File: src/eep_pkg.sv
package eep_pkg;

  // Geometry
  localparam int unsigned ADDR_W     = 13;
  localparam int unsigned DATA_W     = 8;
  localparam int unsigned PAGE_LSB   = 5;
  localparam logic [5:0]  PAGE_BYTES = 6'h20;
  localparam int unsigned SYNC_CYC   = 2;

  // Clock rate
  localparam int unsigned CLK_MHZ = 250;

  // Times in their own units
  localparam int unsigned T_OES_NS  = 10;
  localparam int unsigned T_WP_NS   = 100;
  localparam int unsigned T_WPH_NS  = 50;
  localparam int unsigned T_ACC_NS  = 180;
  localparam int unsigned T_HZ_NS   = 50;
  localparam int unsigned T_BLC_US  = 100;
  localparam int unsigned T_WC_MS   = 5;
  localparam int unsigned T_PUR_MS  = 1;
  localparam int unsigned T_PUW_MS  = 5;

  // Short counts, least times rounded up
  localparam logic [7:0] SETUP_CYC = 8'((T_OES_NS * CLK_MHZ + 999) / 1000);
  localparam logic [7:0] WP_CYC    = 8'((T_WP_NS * CLK_MHZ + 999) / 1000);
  localparam logic [7:0] WPH_CYC   = 8'((T_WPH_NS * CLK_MHZ + 999) / 1000);
  localparam logic [7:0] ACC_CYC   = 8'((T_ACC_NS * CLK_MHZ + 999) / 1000 + SYNC_CYC);
  localparam logic [7:0] REC_CYC   = 8'((T_HZ_NS * CLK_MHZ + 999) / 1000);

  // Long counts
  localparam logic [23:0] BLC_CYC   = 24'(T_BLC_US * CLK_MHZ);
  localparam logic [23:0] WC_CYC    = 24'(T_WC_MS * 1000 * CLK_MHZ);
  localparam logic [23:0] PUR_CYC   = 24'(T_PUR_MS * 1000 * CLK_MHZ);
  localparam logic [23:0] PUW_CYC   = 24'(T_PUW_MS * 1000 * CLK_MHZ);
  localparam logic [23:0] GUARD_CYC = 24'(SETUP_CYC) + 24'h000002;

  typedef enum logic [3:0] {
    ST_IDLE    = 4'h0,
    ST_W_SETUP = 4'h1,
    ST_W_PULSE = 4'h2,
    ST_W_HOLD  = 4'h3,
    ST_PAGE    = 4'h4,
    ST_P_RD    = 4'h5,
    ST_P_GAP   = 4'h6,
    ST_RD      = 4'h7,
    ST_RD_GAP  = 4'h8
  } eep_state_t;

endpackage

File: src/eep_cnt.sv
`timescale 1ns/1ps
`default_nettype none
module eep_cnt #(
  parameter int W = 24
) (
  // Clock and reset
  input  wire logic         sys_clk_i,
  input  wire logic         rst_i,
  input  wire logic         clk_en_i,
  // Control
  input  wire logic         clr_i,
  // Count
  output logic [W-1:0]      cnt_o
);

  logic [W-1:0] cnt_ff;
  wire          sat = &cnt_ff;

  always_ff @(posedge sys_clk_i or posedge rst_i) begin
    if (rst_i) begin
      cnt_ff <= '0;
    end else if (clk_en_i) begin
      if (clr_i) begin
        cnt_ff <= '0;
      end else if (!sat) begin
        cnt_ff <= cnt_ff + W'(1);
      end
    end
  end

  assign cnt_o = cnt_ff;

endmodule
`default_nettype wire

File: src/eep_host.sv
// Operation
// RULE_01: CE+OE low with WE high reads; CE+WE low with OE high writes; CE high idles.
// RULE_02: Device ignores writes while OE is low or WE is high.
// RULE_03: Up to 32 consecutive byte loads form one page before programming.
// RULE_04: Programming lasts typically 3 ms; host gives up polling after 5 ms.
// RULE_05: Completion is found by polling, no interrupt line.
// RULE_06: Between loads strobes may idle high without disturbing the page.
// RULE_07: CE low with WE high between loads acts as a status poll read.
// RULE_08: Wait 1 ms after power-up before reads, 5 ms before writes.
// RULE_09: Device latches address and data and times programming itself.
// RULE_10: A write is one logic-level WE pulse, no command sequence.
// RULE_11: During programming bit 7 of the last byte reads inverted.
// RULE_12: Each next load must fall within 100 us of the previous WE fall.
// RULE_13: All loads of one page share address bits 12 down to 5.
// RULE_14: Address latches on later falling strobe, data on earlier rising one.
// RULE_15: Thirteen address lines select 8192 bytes over an eight-bit data bus.
// RULE_16: During programming only polling reads are issued, no writes.
`timescale 1ns/1ps
`default_nettype none
module eep_host #(
  parameter int          ADDR_W  = eep_pkg::ADDR_W,
  parameter int          DATA_W  = eep_pkg::DATA_W,
  parameter logic [23:0] BLC_CYC = eep_pkg::BLC_CYC,
  parameter logic [23:0] WC_CYC  = eep_pkg::WC_CYC,
  parameter logic [23:0] PUR_CYC = eep_pkg::PUR_CYC,
  parameter logic [23:0] PUW_CYC = eep_pkg::PUW_CYC
) (
  // Clock and reset
  input  wire logic              sys_clk_i,
  input  wire logic              rst_i,
  input  wire logic              clk_en_i,
  // Command port
  input  wire logic              cmd_valid_i,
  output logic                   cmd_ready_o,
  input  wire logic              cmd_write_i,
  input  wire logic [ADDR_W-1:0] cmd_addr_i,
  input  wire logic [DATA_W-1:0] cmd_wdata_i,
  // Answers
  output logic                   rd_valid_o,
  output logic [DATA_W-1:0]      rd_data_o,
  output logic                   wr_done_o,
  output logic                   wr_timeout_o,
  output logic                   busy_o,
  // Memory pins
  output logic                   eep_ce_n_o,
  output logic                   eep_oe_n_o,
  output logic                   eep_we_n_o,
  output logic [ADDR_W-1:0]      eep_addr_o,
  output logic [DATA_W-1:0]      eep_data_o,
  output logic                   eep_data_oe_o,
  input  wire logic [DATA_W-1:0] eep_data_i
);

  localparam int PG_W = ADDR_W - int'(eep_pkg::PAGE_LSB);

  eep_pkg::eep_state_t state_ff;
  eep_pkg::eep_state_t nxt_state;

  logic [7:0]        ph_cnt;
  logic [23:0]       win_cnt;
  logic [23:0]       pwr_cnt;
  logic [DATA_W-1:0] din_s1_ff;
  logic [DATA_W-1:0] din_s2_ff;
  logic [PG_W-1:0]   page_ff;
  logic [5:0]        page_n_ff;
  logic [ADDR_W-1:0] last_addr_ff;
  logic              last_d7_ff;
  logic              poll_d7_ff;
  logic              ce_n_ff;
  logic              oe_n_ff;
  logic              we_n_ff;
  logic              doe_ff;
  logic [ADDR_W-1:0] addr_ff;
  logic [DATA_W-1:0] dout_ff;
  logic              rd_valid_ff;
  logic [DATA_W-1:0] rd_data_ff;
  logic              wr_done_ff;
  logic              wr_to_ff;

  // Decode of the current state and phase
  wire in_idle   = state_ff == eep_pkg::ST_IDLE;
  wire in_page   = state_ff == eep_pkg::ST_PAGE;
  wire ph_setup  = ph_cnt == eep_pkg::SETUP_CYC - 8'h01;
  wire ph_wp     = ph_cnt == eep_pkg::WP_CYC - 8'h01;
  wire ph_wph    = ph_cnt == eep_pkg::WPH_CYC - 8'h01;
  wire ph_acc    = ph_cnt == eep_pkg::ACC_CYC - 8'h01;
  wire ph_rec    = ph_cnt == eep_pkg::REC_CYC - 8'h01;
  wire same_page = cmd_addr_i[ADDR_W-1:eep_pkg::PAGE_LSB] == page_ff;
  wire win_open  = win_cnt < (BLC_CYC - eep_pkg::GUARD_CYC);
  wire win_gone  = win_cnt >= BLC_CYC;
  wire poll_ok   = poll_d7_ff == last_d7_ff;
  wire poll_late = win_cnt >= WC_CYC;

  // Acceptance of commands
  wire pwr_ok    = cmd_write_i ? (pwr_cnt >= PUW_CYC) : (pwr_cnt >= PUR_CYC); // RULE_08
  wire idle_ok   = in_idle && pwr_ok;
  wire page_ok   = in_page && cmd_write_i && same_page && win_open            // RULE_12 RULE_13
                   && (page_n_ff < eep_pkg::PAGE_BYTES);                      // RULE_03
  wire accept    = cmd_valid_i && (idle_ok || page_ok) && clk_en_i;
  wire acc_write = accept && cmd_write_i;
  wire enter_poll = in_page && win_gone;                                      // RULE_16
  wire poll_end  = (state_ff == eep_pkg::ST_P_GAP) && ph_rec;

  assign cmd_ready_o = idle_ok || page_ok;

  // Next state
  always_comb begin
    nxt_state = state_ff;
    case (state_ff)
      eep_pkg::ST_IDLE: begin
        if (accept) begin
          nxt_state = cmd_write_i ? eep_pkg::ST_W_SETUP : eep_pkg::ST_RD;
        end
      end
      eep_pkg::ST_W_SETUP: begin
        if (ph_setup) begin
          nxt_state = eep_pkg::ST_W_PULSE;
        end
      end
      eep_pkg::ST_W_PULSE: begin
        if (ph_wp) begin
          nxt_state = eep_pkg::ST_W_HOLD;
        end
      end
      eep_pkg::ST_W_HOLD: begin
        if (ph_wph) begin
          nxt_state = eep_pkg::ST_PAGE;
        end
      end
      eep_pkg::ST_PAGE: begin
        if (acc_write) begin
          nxt_state = eep_pkg::ST_W_SETUP;
        end else if (enter_poll) begin
          nxt_state = eep_pkg::ST_P_RD;
        end
      end
      eep_pkg::ST_P_RD: begin
        if (ph_acc) begin
          nxt_state = eep_pkg::ST_P_GAP;
        end
      end
      eep_pkg::ST_P_GAP: begin
        if (ph_rec) begin
          nxt_state = (poll_ok || poll_late) ? eep_pkg::ST_IDLE : eep_pkg::ST_P_RD; // RULE_04 RULE_05
        end
      end
      eep_pkg::ST_RD: begin
        if (ph_acc) begin
          nxt_state = eep_pkg::ST_RD_GAP;
        end
      end
      eep_pkg::ST_RD_GAP: begin
        if (ph_rec) begin
          nxt_state = eep_pkg::ST_IDLE;
        end
      end
      default: begin
        nxt_state = eep_pkg::ST_IDLE;
      end
    endcase
  end

  // Pin levels follow the next state
  wire nxt_wpulse = nxt_state == eep_pkg::ST_W_PULSE;
  wire nxt_rd     = (nxt_state == eep_pkg::ST_P_RD) || (nxt_state == eep_pkg::ST_RD);   // RULE_07
  wire nxt_ce_n   = !(nxt_wpulse || nxt_rd);                    // RULE_01 RULE_06
  wire nxt_we_n   = !nxt_wpulse;                                // RULE_10 RULE_14
  wire nxt_oe_n   = !nxt_rd;                                    // RULE_01
  wire nxt_doe    = (nxt_state == eep_pkg::ST_W_SETUP) || nxt_wpulse
                    || (nxt_state == eep_pkg::ST_W_HOLD);
  wire ph_clr     = nxt_state != state_ff;
  wire win_clr    = (nxt_wpulse && !(state_ff == eep_pkg::ST_W_PULSE)) || enter_poll;

  // Timers: phase, load window or poll budget, power-up
  eep_cnt #(.W(8)) u_ph (
    .sys_clk_i (sys_clk_i),
    .rst_i     (rst_i),
    .clk_en_i  (clk_en_i),
    .clr_i     (ph_clr),
    .cnt_o     (ph_cnt)
  );

  eep_cnt #(.W(24)) u_win (
    .sys_clk_i (sys_clk_i),
    .rst_i     (rst_i),
    .clk_en_i  (clk_en_i),
    .clr_i     (win_clr),
    .cnt_o     (win_cnt)
  );

  eep_cnt #(.W(24)) u_pwr (
    .sys_clk_i (sys_clk_i),
    .rst_i     (rst_i),
    .clk_en_i  (clk_en_i),
    .clr_i     (1'b0),
    .cnt_o     (pwr_cnt)
  );

  // State and pins
  always_ff @(posedge sys_clk_i or posedge rst_i) begin
    if (rst_i) begin
      state_ff <= eep_pkg::ST_IDLE;
      ce_n_ff  <= 1'b1;
      oe_n_ff  <= 1'b1;
      we_n_ff  <= 1'b1;
      doe_ff   <= 1'b0;
    end else if (clk_en_i) begin
      state_ff <= nxt_state;
      ce_n_ff  <= nxt_ce_n;
      oe_n_ff  <= nxt_oe_n;
      we_n_ff  <= nxt_we_n;
      doe_ff   <= nxt_doe;
    end
  end

  // Address, data and page bookkeeping
  always_ff @(posedge sys_clk_i or posedge rst_i) begin
    if (rst_i) begin
      addr_ff      <= '0;
      dout_ff      <= '0;
      page_ff      <= '0;
      page_n_ff    <= 6'h00;
      last_addr_ff <= '0;
      last_d7_ff   <= 1'b0;
    end else if (clk_en_i) begin
      if (accept) begin
        addr_ff <= cmd_addr_i;
        dout_ff <= cmd_wdata_i;
      end else if (enter_poll) begin
        addr_ff <= last_addr_ff;                                // RULE_07 RULE_11
      end
      if (acc_write) begin
        page_ff      <= cmd_addr_i[ADDR_W-1:eep_pkg::PAGE_LSB]; // RULE_13
        page_n_ff    <= in_page ? page_n_ff + 6'h01 : 6'h01;    // RULE_03
        last_addr_ff <= cmd_addr_i;
        last_d7_ff   <= cmd_wdata_i[DATA_W-1];
      end else if (enter_poll) begin
        page_n_ff <= 6'h00;
      end
    end
  end

  // Data pin synchroniser, sampling and answers
  always_ff @(posedge sys_clk_i or posedge rst_i) begin
    if (rst_i) begin
      din_s1_ff   <= '0;
      din_s2_ff   <= '0;
      poll_d7_ff  <= 1'b0;
      rd_valid_ff <= 1'b0;
      rd_data_ff  <= '0;
      wr_done_ff  <= 1'b0;
      wr_to_ff    <= 1'b0;
    end else if (clk_en_i) begin
      din_s1_ff   <= eep_data_i;
      din_s2_ff   <= din_s1_ff;
      rd_valid_ff <= (state_ff == eep_pkg::ST_RD) && ph_acc;
      wr_done_ff  <= poll_end && poll_ok;                       // RULE_05 RULE_11
      wr_to_ff    <= poll_end && !poll_ok && poll_late;         // RULE_04
      if ((state_ff == eep_pkg::ST_P_RD) && ph_acc) begin
        poll_d7_ff <= din_s2_ff[DATA_W-1];                      // RULE_11
      end
      if ((state_ff == eep_pkg::ST_RD) && ph_acc) begin
        rd_data_ff <= din_s2_ff;
      end
    end
  end

  assign busy_o        = !in_idle;
  assign rd_valid_o    = rd_valid_ff;
  assign rd_data_o     = rd_data_ff;
  assign wr_done_o     = wr_done_ff;
  assign wr_timeout_o  = wr_to_ff;
  assign eep_ce_n_o    = ce_n_ff;
  assign eep_oe_n_o    = oe_n_ff;
  assign eep_we_n_o    = we_n_ff;
  assign eep_addr_o    = addr_ff;
  assign eep_data_o    = dout_ff;
  assign eep_data_oe_o = doe_ff;

  // Checks
  localparam int A_WPM1 = eep_pkg::WP_CYC - 1;
endmodule
`default_nettype wire

File: config.mk
export PLATFORM = sky130hd
export DESIGN_NAME = eep_host
export DESIGN_NICKNAME = d
export VERILOG_FILES = /design/src/eep_pkg.sv /design/src/eep_cnt.sv /design/src/eep_host.sv
export SDC_FILE = /design/constraint.sdc
export NUM_CORES = 1
export LEC_CHECK = 0
export BUFFER_PORTS_ARGS = -buffer_cell sky130_fd_sc_hd__buf_2
export CORE_MARGIN = 2
export CORE_UTILIZATION = 60
export CTS_CLUSTER_DIAMETER = 80
export DETAILED_ROUTE_END_ITERATION = 8
export PLACE_DENSITY = 0.81
export SLEW_MARGIN = 25
export SYNTH_ARGS = -nofsm -noshare
export SYNTH_HDL_FRONTEND = slang
export SYNTH_HIERARCHICAL = 1
export SYNTH_SLANG_ARGS = --single-unit
export TNS_END_PERCENT = 1
File: constraint.sdc
create_clock -name sys_clk_i -period 4.1 [get_ports sys_clk_i]
set_input_delay 0.615 -clock sys_clk_i [delete_from_list [all_inputs] [get_ports sys_clk_i]]
set_output_delay 0.615 -clock sys_clk_i [all_outputs]
set_load 0.1 [all_outputs]
# Yosys cells after proc, flatten, opt, wreduce, memory -nomap -nowiden
# Index checks and enable logic that the tools add are counted.
# totals
reg_bits	141
out_inout_bits	38
# classes
n_addsub	4
magnitude_cmp	6
eq_ne	22
muxes	23
bitwise	1
reduce_logical	44
# ops
operator	n
adder 24 x 1 -> 24 bit, second input constant	2
greater-or-equal comparator 24 x 21 -> 1 bit, second input constant	2
two-way mux 24 bit	2
AND reduction 24 bit	2
two-way mux 4 bit	10
case mux 4 bit (9 select lines)	1
two-way mux 13 bit	2
equality test 4 x 3 -> 1 bit, second input constant	6
greater-or-equal comparator 24 x 15 -> 1 bit, second input constant	1
greater-or-equal comparator 24 x 18 -> 1 bit, second input constant	1
< comparator 24 x 15 -> 1 bit, second input constant	1
two-way mux 6 bit	3
AND reduction 2 bit	9
equality test 4 x 2 -> 1 bit, second input constant	4
logical AND 1 bit	16
two-way mux 8 bit	2
adder 8 x 1 -> 8 bit, second input constant	1
equality test 4 x 1 -> 1 bit, second input constant	2
equality test 8 x 2 -> 1 bit, second input constant	1
equality test 8 x 4 -> 1 bit, second input constant	1
equality test 8 x 5 -> 1 bit, second input constant	1
equality test 8 x 6 -> 1 bit, second input constant	1
equality test 8 bit	1
AND reduction 8 bit	1
14 further kinds	27

# Logic depth before layout (Yosys ltp)
# Gate-level depths: netlist (run 1).
# logic_depth
ltp_word	16
mapped_depth	12

# Cells and area by module
# The synthesis (run 1) kept the hierarchy.
# modules_own_cells
module	n_inst	cells_per_inst	area_each_um2
eep_host	1	366	3995.1
eep_cnt (u_pwr ...)	2	152	1376.3
eep_cnt (u_ph)	1	45	464.2

# Least setup slack after synthesis (run 1)
# Ideal clock, no wire load.
# synth_timing
path_type	register to register
start	register state_ff[1]
end	register u_ph.cnt_ff[5], in the netlist u_ph/cnt_o[5]
setup_ns	0.121
arrival_ns	3.130
required_time_ns	3.979
setup_slack_ns	0.849
stages_incl_launch_ff	13
n_path_buf	1
path_cell_list	dfrtp_1 > buf_6 > or4_4 > nor3_2 > a21oi_1 > a41o_4 > a21o_1 > and2_1 > o2111ai_1 > and2b_2 > o21a_1 > a21o_1 > a22o_1
# synth_between
elab_chain_len	14
# synth_rtl
item	line_no	rtl
from (decl)	eep_host.sv:56	eep_pkg::eep_state_t state_ff;
from (signal assigned)	eep_host.sv:202	state_ff <= eep_pkg::ST_IDLE;
from (signal assigned)	eep_host.sv:208	state_ff <= nxt_state;
equality test 4 x 3 -> 1 bit	eep_host.sv:82, eep_host.sv:109	
logical AND 1 bit (3 in series)	eep_host.sv:97	wire page_ok = in_page && cmd_write_i && same_page && win_open
logical AND 1 bit	eep_host.sv:98	&& (page_n_ff < eep_pkg::PAGE_BYTES);
logical OR 1 bit	eep_host.sv:99	wire accept = cmd_valid_i && (idle_ok || page_ok) && clk_en_i;
logical AND 1 bit (2 in series)	eep_host.sv:99	
logical AND 1 bit	eep_host.sv:100	wire acc_write = accept && cmd_write_i;
two-way mux 4 bit	eep_host.sv:131	if (acc_write) begin
case mux 4 bit (9 select lines)	eep_host.sv:109	case (state_ff)
!= test 4 bit (*)	eep_host.sv:171	wire ph_clr = nxt_state != state_ff;
via ph_clr	eep_host.sv:171	
!= test 2 bit (no source line)	--	
AND reduction 2 bit (no source line)	--	
to (signal assigned)	eep_cnt.sv:26	cnt_ff <= cnt_ff + W'(1);
to (decl)	eep_cnt.sv:16	logic [W-1:0] cnt_ff;
# The timed path passes the listed nets; every way through them passes the cells marked *.
# A chain may end at the register's enable or synchronous reset.

# Worst setup path after layout (run 1)
# layout_timing
start	register state_ff[2]
end	register u_ph.cnt_ff[5], in the netlist u_ph/cnt_o[5]
# Same word-level chain as after synthesis.

==> results of run 1 <==
## worst min-delay path by stage
stage                                    startpoint                   endpoint  slack (ns)  cells past startpoint
after floorplan                               rst_i  u_ph/cnt_o[0]$_DFFE_PP0P_        0.43                      1
after global placement    eep_addr_o[5]$_DFFE_PP0P_  eep_addr_o[5]$_DFFE_PP0P_        0.45                      1
after detailed placement  eep_addr_o[5]$_DFFE_PP0P_  eep_addr_o[5]$_DFFE_PP0P_        0.46                      1
after CTS                                     rst_i  u_ph/cnt_o[1]$_DFFE_PP0P_        0.20                      2
after global routing                          rst_i  u_ph/cnt_o[1]$_DFFE_PP0P_        0.24                      2
final                                         rst_i  u_ph/cnt_o[1]$_DFFE_PP0P_        0.21                      2
## cell type report
cell class              count  area, µm²  share of cell area, %
clock buffers              17        425                   5.16
clock inverters            15        204                   2.47
inverters                  18       68.8                  0.834
multi-input cells         537       3640                   44.1
flip-flops and latches    133       3330                   40.4
well taps                 147        184                   2.23
repair buffers             76        393                   4.76
## synthesized netlist by cell type (3+ instances only)
| cell type | number |
|---|---|
| nand3_1 | 40 |
| nand2b_1 | 7 |
| clkbuf_1 | 12 |
| ha_1 | 4 |
| mux2i_1 | 3 |
| buf_4 | 5 |
| nand4_1 | 12 |
| a221o_1 | 6 |
| a311oi_1 | 5 |
| buf_2 | 4 |
| inv_1 | 18 |
| a22o_1 | 17 |
| a21boi_0 | 3 |
| nand2_1 | 74 |
| a21oi_1 | 23 |
| buf_6 | 7 |
| nor2b_1 | 13 |
| o41ai_1 | 5 |
| and4_1 | 4 |
| o211ai_1 | 5 |
| mux2_2 | 40 |
| a31o_2 | 3 |
| and2_1 | 3 |
| a21o_1 | 23 |
| dfrtp_1 | 130 |
| or3_1 | 9 |
| a31oi_1 | 15 |
| nor3_1 | 14 |
| o31ai_1 | 21 |
| or4_1 | 4 |
| nor4_1 | 11 |
| xnor2_1 | 10 |
| dfstp_2 | 3 |
| nor4b_1 | 5 |
| nor2_1 | 35 |
| and3_1 | 10 |
| o21ai_0 | 47 |
| nand3b_1 | 5 |
| nor3b_1 | 3 |
| a41oi_1 | 7 |
## worst max-delay path: stages (launching register included)
cell and delay, ns:
dfrtp_1 0.63, inv_1 0.20, nor4_2 0.39, and3_1 0.26, nand4_2 0.10, buf_4 0.21, a21o_1 0.23, and2_1 0.17
o2111ai_1 0.44, and2b_2 0.30, o21a_1 0.15, a21o_1 0.18, a22o_1 0.18
## flip-flops by register name (all words and copies together) (netlist names), 4 cells and up
| register | cells |
|---|---|
| din_s1_ff | 8 |
| u_win/cnt_o | 24 |
| u_ph/cnt_o | 8 |
| page_n_ff | 6 |
| u_pwr/cnt_o | 24 |
| eep_data_o | 8 |
| eep_addr_o | 13 |
| din_s2_ff | 8 |
| rd_data_o | 8 |
| state_ff | 4 |
| page_ff | 8 |
| last_addr_ff | 5 |
## power groups by stage
stage	combinational, mW	clock [mW]	sequential, mW
after floorplan	0.876	0	2.72
after global placement	1.94	0	1.97
after detailed placement	1.99	0	2.00
after CTS	2.01	1.64	1.99
after global routing	2.13	1.70	2.05
final	2.02	1.62	2.00
## cell families after synthesis
kind of cell | Yosys count | share of synthesized area [%]
AO/OA/AOI/OAI | 205 | 20.7
XOR/XNOR | 11 | 1.34
adder cells (fa/ha/maj) | 4 | 0.694
buffers and inverters | 48 | 3.59
flip-flops | 133 | 46.2
multiplexers | 44 | 6.82
other | 1 | 0.0520
AND/OR/NAND/NOR | 269 | 20.6
## layout by cell type, fill, tap and decap left out, drive strengths merged, types with 22 or more instances in the layout
master	netlist	routed
mux2	41	41
o21ai	49	49
nand2	74	74
buf	16	76
a21o	23	23
nand3	41	41
o31ai	22	22
nor2	36	36
dfrtp	130	130
a21oi	25	25
## through the flow
stage / instances / hold WS (ns)
after floorplan: 718 / 0.431
after global placement: 911 / 0.455
after detailed placement: 911 / 0.460
after CTS: 943 / 0.200
after global routing: 943 / 0.244
final: 943 / 0.214
## metal layers
| metal | routed length [µm] | track usage (%) |
|---|---|---|
| met4 | 402 | 11.5 |
| met1 | 7420 | 35.6 |
| met5 | 0 | 0 |
| met3 | 1100 | 7.81 |
| met2 | 8790 | 46.5 |
==> summary.md, run 1 <==
| Metric | Value |
|---|---|
| Mapped Area | 0.00721 mm² |
| Power share of the clock group | 28.7% |
| Number of global-route vias before repair | 6007 |
| Pint | 3.17 mW |
| Max-Cap Viols | 0 |
| # DRC | 0 |
| Post-synthesis register bit count | 133 |
| CTS Sinks | 133 |
| Startpoint Class | register |
| DP HPWL | 11.5 mm |
| I/O pin count | 72 |
| Comb pwr share | 35.8% |
| Ys flop type | dfrtp_1 |
| EDFF count, synth | 0 |
| DRT Pass-1 Iters | 5 |
| Overall power | 5.64 mW |
| Worst R2R Path Depth | 12 |
| Clk_lat worst skew | 0.43 ns |
| Tcrit/Tclk final | 86.7% |
| CTS Buffer Depth | 2 |
| Tightest Hold Check Type | input pin to asynchronous set/reset pin |
| Setup bufs post-CTS | 0 |
| Starting Density | 60.8% |
| Pre-CTS setup slack | 0.519 ns |
| Sw frac | 43.7% |
| Crit path to | u_ph/cnt_o[5]$_DFFE_PP0P_ |
| Die ar. | 0.0129 mm² |
| Top-area cell type share of the netlist area | 45.1% |
| Detailed Route WL | 17.7 mm |
| Max rail drop VDD | 0.947 mV |
| Synth top area cells | dfrtp_1 (45%), mux2_2 (6.2%), nand2_1 (3.9%) |
| Status | finished, final reports clean |
| Area grow syn2layout | 14.3% |
| CTS root buffer | clkbuf_16 |
| Max Slew Vio Count | 0 |
| Via Count | 6159 |
| Arrival time worst endpoint | 3.87 ns |
| Final Worst Setup Slack | 0.544 ns |
| Clk slew on worst S/H paths | 0.06 ns |
| Sequential share of power | 35.5% |
| Cts bufs inserted | 17 |
| Via/cell ratio | 6.53 |
| GPL Wtd Cong | 0.895 |
| GR Util All Layers | 28.3% |
| Psw | 2.47 mW |
| Post-CTS sizing | 0 |
| WP data required | 4.41 ns |
| Flop2flop setup slack | 0.54 ns |
| Core box area | 0.0119 mm² |
| GRT Residual Overflow | 0 |
| Crit path launch | state_ff[2]$_DFFE_PP0P_ |
| Max-Slew Margin vs Limit | 40.0% |
| Peak Freq | 281 MHz |
| Placed cell area | 0.00762 mm² |
| First-pass GRT wire length | 29.1 mm |
| Final hold violations | 0 |
| ANT cells | 0 |
| Layout cells sized above 1 | 23.0% |
| Final Util | 69.5% |
| Pwr/cell area | 684 mW/mm² |
| Post-synth cell types | 81 |
| Row cnt | 40 |
| Crit-path max FO | 14 |
| Yosys warns | 6 |
| Antenna violation net count after detailed routing | 0 |
| Cts-stage hold buffer count | 0 |
| RR Endpoint | u_ph/cnt_o[5]$_DFFE_PP0P_ |
| Die width | 114 µm |
| Fillers | 833 |
| CP Class | register to register |
| I/O Buffers | 71 |
| Post-Synthesis Cells | 715 |
| Post-route clock skew | 0.0106 ns |
| Leakage power | 3.76 nW |
| Initial DRC count | 674 |
| Worst slew pin tran | 0.895 ns |
| TritonCTS clock tree | done |
| Initial antenna violation count | 0 |
| Wire per inst | 18.8 µm |
| Largest net degree at the start of global routing | 50 |
| Final instance area | 0.00825 mm² |
| Reg2reg start | state_ff[2]$_DFFE_PP0P_ |
| Final #Nets | 821 |
| Synth area leader | dfrtp_1 |
| Seq/Total Area, Yosys | 46.2% |
| Syn avg cell area | 10.1 µm² |
| Die Span Y | 114 µm |
| CP Capture Type | register |
| Htree depth | 4 |
| RSZ-0062 raised after global routing | false |
| Sum Neg Setup Slack | 0 ns |
| Final setup viols | 0 |
| Async set or reset register ratio after synthesis | 100% |
| Period minus WS final | 3.56 ns |
Note: power is estimated with default switching activity, not from simulation.
==> run 2, diff against run 1 <==
--- a/config.mk
+++ b/config.mk
@@ -11,6 +11,7 @@
 export CTS_CLUSTER_DIAMETER = 80
 export DETAILED_ROUTE_END_ITERATION = 8
 export PLACE_DENSITY = 0.81
+export RECOVER_POWER = 50
 export SLEW_MARGIN = 25
 export SYNTH_ARGS = -nofsm -noshare
 export SYNTH_HDL_FRONTEND = slang
==> summary.md, run 2 (synthesis gave the netlist of run 1 again) <==
| Metric | Value |
|---|---|
| Register area | 0.00333 mm² (unchanged) |
| Max Slew Vio Count | 80 (+80) |
| Die ar. | 0.0129 mm² (unchanged) |
| Area grow syn2layout | 14.2% |
| Sw frac | 43.8% (+0.046 points) |
| Multi-input gate area | 0.00364 mm² (unchanged) |
| Initial DRC count | 683 (+1.3%) |
| Die width | 114 µm (unchanged) |
| Final instance area | 0.00824 mm² (-0.11%) |
| Period minus WS final | 3.56 ns (+0.00452 ns) |
| RSZ-0062 raised after global routing | false |
| GRT Residual Overflow | 0 (unchanged) |
| DP HPWL | 11.5 mm (unchanged) |
| CTS root buffer | clkbuf_16 |
| Clk_lat worst skew | 0.43 ns (about the same) |
| Final #Nets | 821 (unchanged) |
| Placed cell area | 0.00762 mm² (unchanged) |
| Leakage power | 3.74 nW (-0.58%) |
| I/O pin count | 72 (unchanged) |
| Commonest non-fill, non-tap cell in the layout | dfrtp_1 |
| Sequential share of power | 35.5% (about the same) |
| Startpoint Class | register |
| WP data required | 4.41 ns (about the same) |
| Fillers | 838 (+0.60%) |
| Comb pwr share | 35.7% (about the same) |
| Detailed Route WL | 17.7 mm (+0.15%) |
| Max-Cap Viols | 2 (+2) |
| RR Endpoint | u_ph/cnt_o[5]$_DFFE_PP0P_ |
| CTS Sinks | 133 (unchanged) |
| CP Class | register to register |
| Final hold violations | 0 (unchanged) |
| Status | complete, but fails checks |
| Post-CTS sizing | 0 (unchanged) |
| Most frequent cells in the layout | dfrtp_1 (130), nand2_1 (74), buf_2 (67) |
| Psw | 2.47 mW (about the same) |
| Max-Slew Margin vs Limit | -41.0% (-81 points) |
| Tcrit/Tclk final | 86.8% (+0.11 points) |
| Largest net degree at the start of global routing | 50 (unchanged) |
| Die Span Y | 114 µm (unchanged) |
| Peak Freq | 281 MHz (-0.13%) |
| Starting Density | 60.8% (unchanged) |
| Worst slew pin tran | 2.10 ns (+1.21 ns) |
| TritonCTS clock tree | done |
| Final setup viols | 0 (unchanged) |
| DRT Pass-1 Iters | 5 (unchanged) |
| CTS Buffer Depth | 2 (unchanged) |
| Layout cells sized above 1 | 22.4% (-0.63 points) |
| Crit-path max FO | 14 (unchanged) |
| Number of global-route vias before repair | 6007 (unchanged) |
| Violated checks | max-capacitance violations, max-slew violations |
| Via/cell ratio | 6.55 (+0.23%) |
| Wire per inst | 18.8 µm (+0.15%) |
| Cts-stage hold buffer count | 0 (unchanged) |
| Reg2reg start | state_ff[2]$_DFFE_PP0P_ |
| Via Count | 6173 (+0.23%) |
| Flop2flop setup slack | 0.54 ns (about the same) |
| Initial antenna violation count | 0 (unchanged) |
| Pre-CTS setup slack | 0.519 ns (unchanged) |
| GR Util All Layers | 28.3% (unchanged) |
| Htree depth | 4 (unchanged) |
| Tightest Hold Check Type | input pin to asynchronous set/reset pin |
| Overall power | 5.64 mW (about the same) |
| Final Worst Setup Slack | 0.539 ns (-0.00452 ns) |
| I/O Buffers | 71 (unchanged) |
| Core box area | 0.0119 mm² (unchanged) |
| Power share of the clock group | 28.8% (about the same) |
| Sum Neg Setup Slack | 0 ns (unchanged) |
| # DRC | 0 (unchanged) |
| ANT cells | 0 (unchanged) |
| Cts bufs inserted | 17 (unchanged) |
| GPL Wtd Cong | 0.895 (unchanged) |
| Row cnt | 40 (unchanged) |
| Antenna violation net count after detailed routing | 0 (unchanged) |
| Worst R2R Path Depth | 12 (unchanged) |
| CP Capture Type | register |
| Pint | 3.17 mW (-0.10%) |
| Pwr/cell area | 685 mW/mm² (about the same) |
| Clk slew on worst S/H paths | 0.06 ns (about the same) |
| Arrival time worst endpoint | 3.87 ns (about the same) |
| Max rail drop VDD | 0.947 mV (about the same) |
| Post-route clock skew | 0.0104 ns (-0.000238 ns) |
| Setup bufs post-CTS | 0 (unchanged) |
| First-pass GRT wire length | 29.1 mm (unchanged) |
run 2: stage by stage:
stage               instances  utilization [%]  hold WS [ns]
CTS                       943             69.5         0.200
floorplan                 718                -         0.431
finish                    943             69.5         0.274
detailed placement        911             64.2         0.460
global placement          911             64.2         0.455
global route              943             69.5         0.311
run 2: power groups by stage:
stage / clock (mW) / combinational [mW] / sequential, mW
after floorplan: 0 / 0.876 / 2.72
after global placement: 0 / 1.94 / 1.97
after detailed placement: 0 / 1.99 / 2.00
after CTS: 1.64 / 2.01 / 1.99
after global routing: 1.70 / 2.13 / 2.05
final: 1.62 / 2.02 / 2.00
run 2: critical path: stages (launching register included):
cell       delay, ns
dfrtp_1         0.63
inv_1           0.20
nor4_2          0.40
and3_1          0.26
nand4_2         0.10
buf_4           0.21
a21o_1          0.23
and2_1          0.17
o2111ai_1       0.43
and2b_2         0.30
o21a_1          0.15
a21o_1          0.18
a22o_1          0.18
run 2: layout make-up:
| type | instances | area share, % |
|---|---|---|
| multi-input combinational | 537 | 44.2 |
| sequential | 133 | 40.4 |
| clock buffer | 17 | 5.16 |
| timing repair buffer | 76 | 4.66 |
| clock inverter | 15 | 2.48 |
| tap | 147 | 2.23 |
| inverter | 18 | 0.835 |
run 2: how the worst max path moves through the flow:
stage | from | endpoint | slack, ns | cells past startpoint
CTS | state_ff[1]$_DFFE_PP0P_ | u_ph/cnt_o[5]$_DFFE_PP0P_ | 0.60 | 11
floorplan | state_ff[1]$_DFFE_PP0P_ | u_ph/cnt_o[5]$_DFFE_PP0P_ | 0.85 | 12
global placement | cmd_addr_i[7] | u_ph/cnt_o[5]$_DFFE_PP0P_ | 0.71 | 13
finish | state_ff[2]$_DFFE_PP0P_ | u_ph/cnt_o[5]$_DFFE_PP0P_ | 0.54 | 12
detailed placement | cmd_addr_i[7] | u_ph/cnt_o[5]$_DFFE_PP0P_ | 0.52 | 13
global route | u_win/cnt_o[12]$_DFFE_PP0P_ | u_ph/cnt_o[7]$_DFFE_PP0P_ | 0.32 | 11
run 2: layer usage:
| metal | track usage (%) | up-vias | share of wire, % |
|---|---|---|---|
| li1 | - | 2832 | - |
| met1 | 35.6 | 3075 | 42 |
| met2 | 46.5 | 231 | 50 |
| met3 | 7.81 | 35 | 6.1 |
| met4 | 11.5 | 0 | 2.1 |
| met5 | 0 | - | 0 |
==> run 3, diff against run 2 <==
--- a/config.mk
+++ b/config.mk
@@ -5,7 +5,7 @@
 export SDC_FILE = /design/constraint.sdc
 export NUM_CORES = 1
 export LEC_CHECK = 0
-export BUFFER_PORTS_ARGS = -buffer_cell sky130_fd_sc_hd__buf_2
+export BUFFER_PORTS_ARGS = -buffer_cell sky130_fd_sc_hd__clkbuf_2
 export CORE_MARGIN = 2
 export CORE_UTILIZATION = 60
 export CTS_CLUSTER_DIAMETER = 80
==> summary.md, run 3 (synthesis gave the netlist of run 1 again) <==
| Metric | Value |
|---|---|
| Comb pwr share | 36.3% (+0.6 points) |
| Worst slew pin tran | 2.59 ns (+0.485 ns) |
| Final Worst Setup Slack | 0.482 ns (-0.0577 ns) |
| Slowest stage delay, CP | 0.79 ns (+0.16 ns) |
| Crit-path max FO | 9 (-5) |
| Most frequent cells in the layout | dfrtp_1 (130), nand2_1 (74), clkbuf_2 (69) |
| Pre-CTS setup slack | 0.615 ns (+0.0957 ns) |
| CP Capture Type | register |
| Final hold violations | 0 (unchanged) |
| CP Buf/Inv Count | 0 (-2) |
| Crit. path cell count | 11 (-1) |
| First-pass GRT wire length | 28.7 mm (-1.1%) |
| Final #Nets | 821 (unchanged) |
| Period minus WS final | 3.62 ns (+0.0577 ns) |
| Via Count | 6159 (-0.23%) |
| Max rail drop VDD | 0.704 mV (-26%) |
| Max-Cap Viols | 1 (-1) |
| Row cnt | 40 (unchanged) |
| WP data required | 4.45 ns (+0.04 ns) |
| Number of global-route vias before repair | 6026 (+0.32%) |
| Cts-stage hold buffer count | 0 (unchanged) |
| Power share of the clock group | 27.4% (-1.4 points) |
| Cts bufs inserted | 17 (unchanged) |
| Detailed Route WL | 17.4 mm (-2.0%) |
| Sw frac | 43.9% (+0.078 points) |
| GRT Residual Overflow | 0 (unchanged) |
| Violated checks | max-capacitance violations, max-slew violations |
| Htree depth | 4 (unchanged) |
| DRT Pass-1 Iters | 8 (+3) |
| Die Span Y | 114 µm (unchanged) |
| Commonest non-fill, non-tap cell in the layout | dfrtp_1 |
| I/O pin count | 72 (unchanged) |
| Clk_lat worst skew | 0.42 ns (about the same) |
| CTS Sinks | 133 (unchanged) |
| Worst R2R Path Depth | 11 (-1) |
| ANT cells | 0 (unchanged) |
| Pwr/cell area | 675 mW/mm² (-1.5%) |
| Sum Neg Setup Slack | 0 ns (unchanged) |
| Arrival time worst endpoint | 3.96 ns (+0.09 ns) |
| I/O Buffers | 71 (unchanged) |
| Startpoint Class | register |
| Clk slew on worst S/H paths | 0.06 ns (about the same) |
| Multi-input gate area | 0.00363 mm² (-0.17%) |
| Wire per inst | 18.4 µm (-2.0%) |
| Die width | 114 µm (unchanged) |
| Leakage power | 3.73 nW (-0.41%) |
| Initial antenna violation count | 0 (unchanged) |
| Fillers | 868 (+3.6%) |
| Worst path cell trace | nor4b_1 > nand3_1 > o211ai_1 > nand2_1 > a311oi_2 > and2_1 > o2111ai_1 > and2b_2 > o21ai_2 > or3_1 > o21ai_1 |
| Layout cells sized above 1 | 22.2% (-0.13 points) |
| Starting Density | 60.8% (unchanged) |
| # DRC | 0 (unchanged) |
| Status | complete, but fails checks |
| CP Class | register to register |
| CP max stage cell | nor4b_1 |
| Max-Slew Margin vs Limit | -73.5% (-32 points) |
| TritonCTS clock tree | done |
| Sequential share of power | 36.3% (+0.8 points) |
| Crit path max-delay family | simple AND/OR/NAND/NOR gates |
| Area grow syn2layout | 13.6% |
| CTS root buffer | clkbuf_16 |
| Overall power | 5.53 mW (-2.1%) |
| Peak Freq | 276 MHz (-1.6%) |
| Psw | 2.42 mW (-1.9%) |
| Setup bufs post-CTS | 0 (unchanged) |
| Core box area | 0.0119 mm² (unchanged) |
| Antenna violation net count after detailed routing | 0 (unchanged) |
| Post-CTS sizing | 0 (unchanged) |
| GR Util All Layers | 27.8% (-0.44 points) |
| Tightest Hold Check Type | input pin to asynchronous set/reset pin |
| Initial DRC count | 618 (-9.5%) |
| Largest net degree at the start of global routing | 60 (+20%) |
| CTS Buffer Depth | 2 (unchanged) |
| Final setup viols | 0 (unchanged) |
| Pint | 3.10 mW (-2.2%) |
| GPL Wtd Cong | 0.883 (-1.4%) |
| Die ar. | 0.0129 mm² (unchanged) |
| Register area | 0.00333 mm² (unchanged) |
| Via/cell ratio | 6.53 (-0.23%) |
| Post-route clock skew | 0.00936 ns (-0.00102 ns) |
| Hold_ws | 0.301 ns (+0.0267 ns) |
| RSZ-0062 raised after global routing | false |
| Tcrit/Tclk final | 88.3% (+1.4 points) |
| DP HPWL | 11.4 mm (-0.75%) |
| Max Slew Vio Count | 60 (-25%) |
[run 3: cell types whose count changed in the layout (fill, tap and decap cells not counted), sizes merged]
cell      delta
clkbuf      +73
buf         -67
inv          -3
bufinv       -2
clkinvlp     -2
clkinv       +1
[run 3: layout make-up]
cell class	count	share of cell area, %
Multi-Input combinational cell	537	44.3
Sequential cell	133	40.7
Clock buffer	23	5.96
Timing Repair Buffer	76	4.72
Tap cell	147	2.24
Clock inverter	9	1.22
Inverter	18	0.840
[run 3: power by group through the flow]
stage / registers [mW] / clock network [mW] / logic [mW]
floorplan: 2.72 / 0 / 0.876
global placement: 1.98 / 0 / 1.94
detailed placement: 2.01 / 0 / 1.99
CTS: 1.99 / 1.53 / 2.00
global route: 2.06 / 1.58 / 2.13
finish: 2.01 / 1.51 / 2.01
[run 3: per-stage QoR]
step	utilization [%]	area, µm²	std cells
floorplan	-	7220	718
CTS	69.2	8210	943
global placement	64.2	7620	911
detailed placement	64.2	7620	911
global route	69.1	8190	943
finish	69.1	8190	943
[run 3: routing by layer]
layer	wire length, µm	share of wire (%)	up-vias	track usage (%)
met5	0	0	-	0
met2	8530	49	264	43.7
li1	-	-	2840	-
met4	329	1.9	0	11.3
met3	1220	7.0	27	8.61
met1	7310	42	3028	36.3
[run 3: worst paths after layout]
path                                      startpoint                        end  slack (ns)
min in group sys_clk_i                 eep_data_i[4]   din_s1_ff[4]$_DFFE_PP0P_        0.43
max                        u_ph/cnt_o[4]$_DFFE_PP0P_  u_ph/cnt_o[7]$_DFFE_PP0P_        0.48
max in group asynchronous                      rst_i   din_s1_ff[7]$_DFFE_PP0P_        1.34
min reg2reg                eep_addr_o[5]$_DFFE_PP0P_  eep_addr_o[5]$_DFFE_PP0P_        0.47
max reg2reg                u_ph/cnt_o[4]$_DFFE_PP0P_  u_ph/cnt_o[7]$_DFFE_PP0P_        0.48
min                                            rst_i  u_ph/cnt_o[2]$_DFFE_PP0P_        0.30
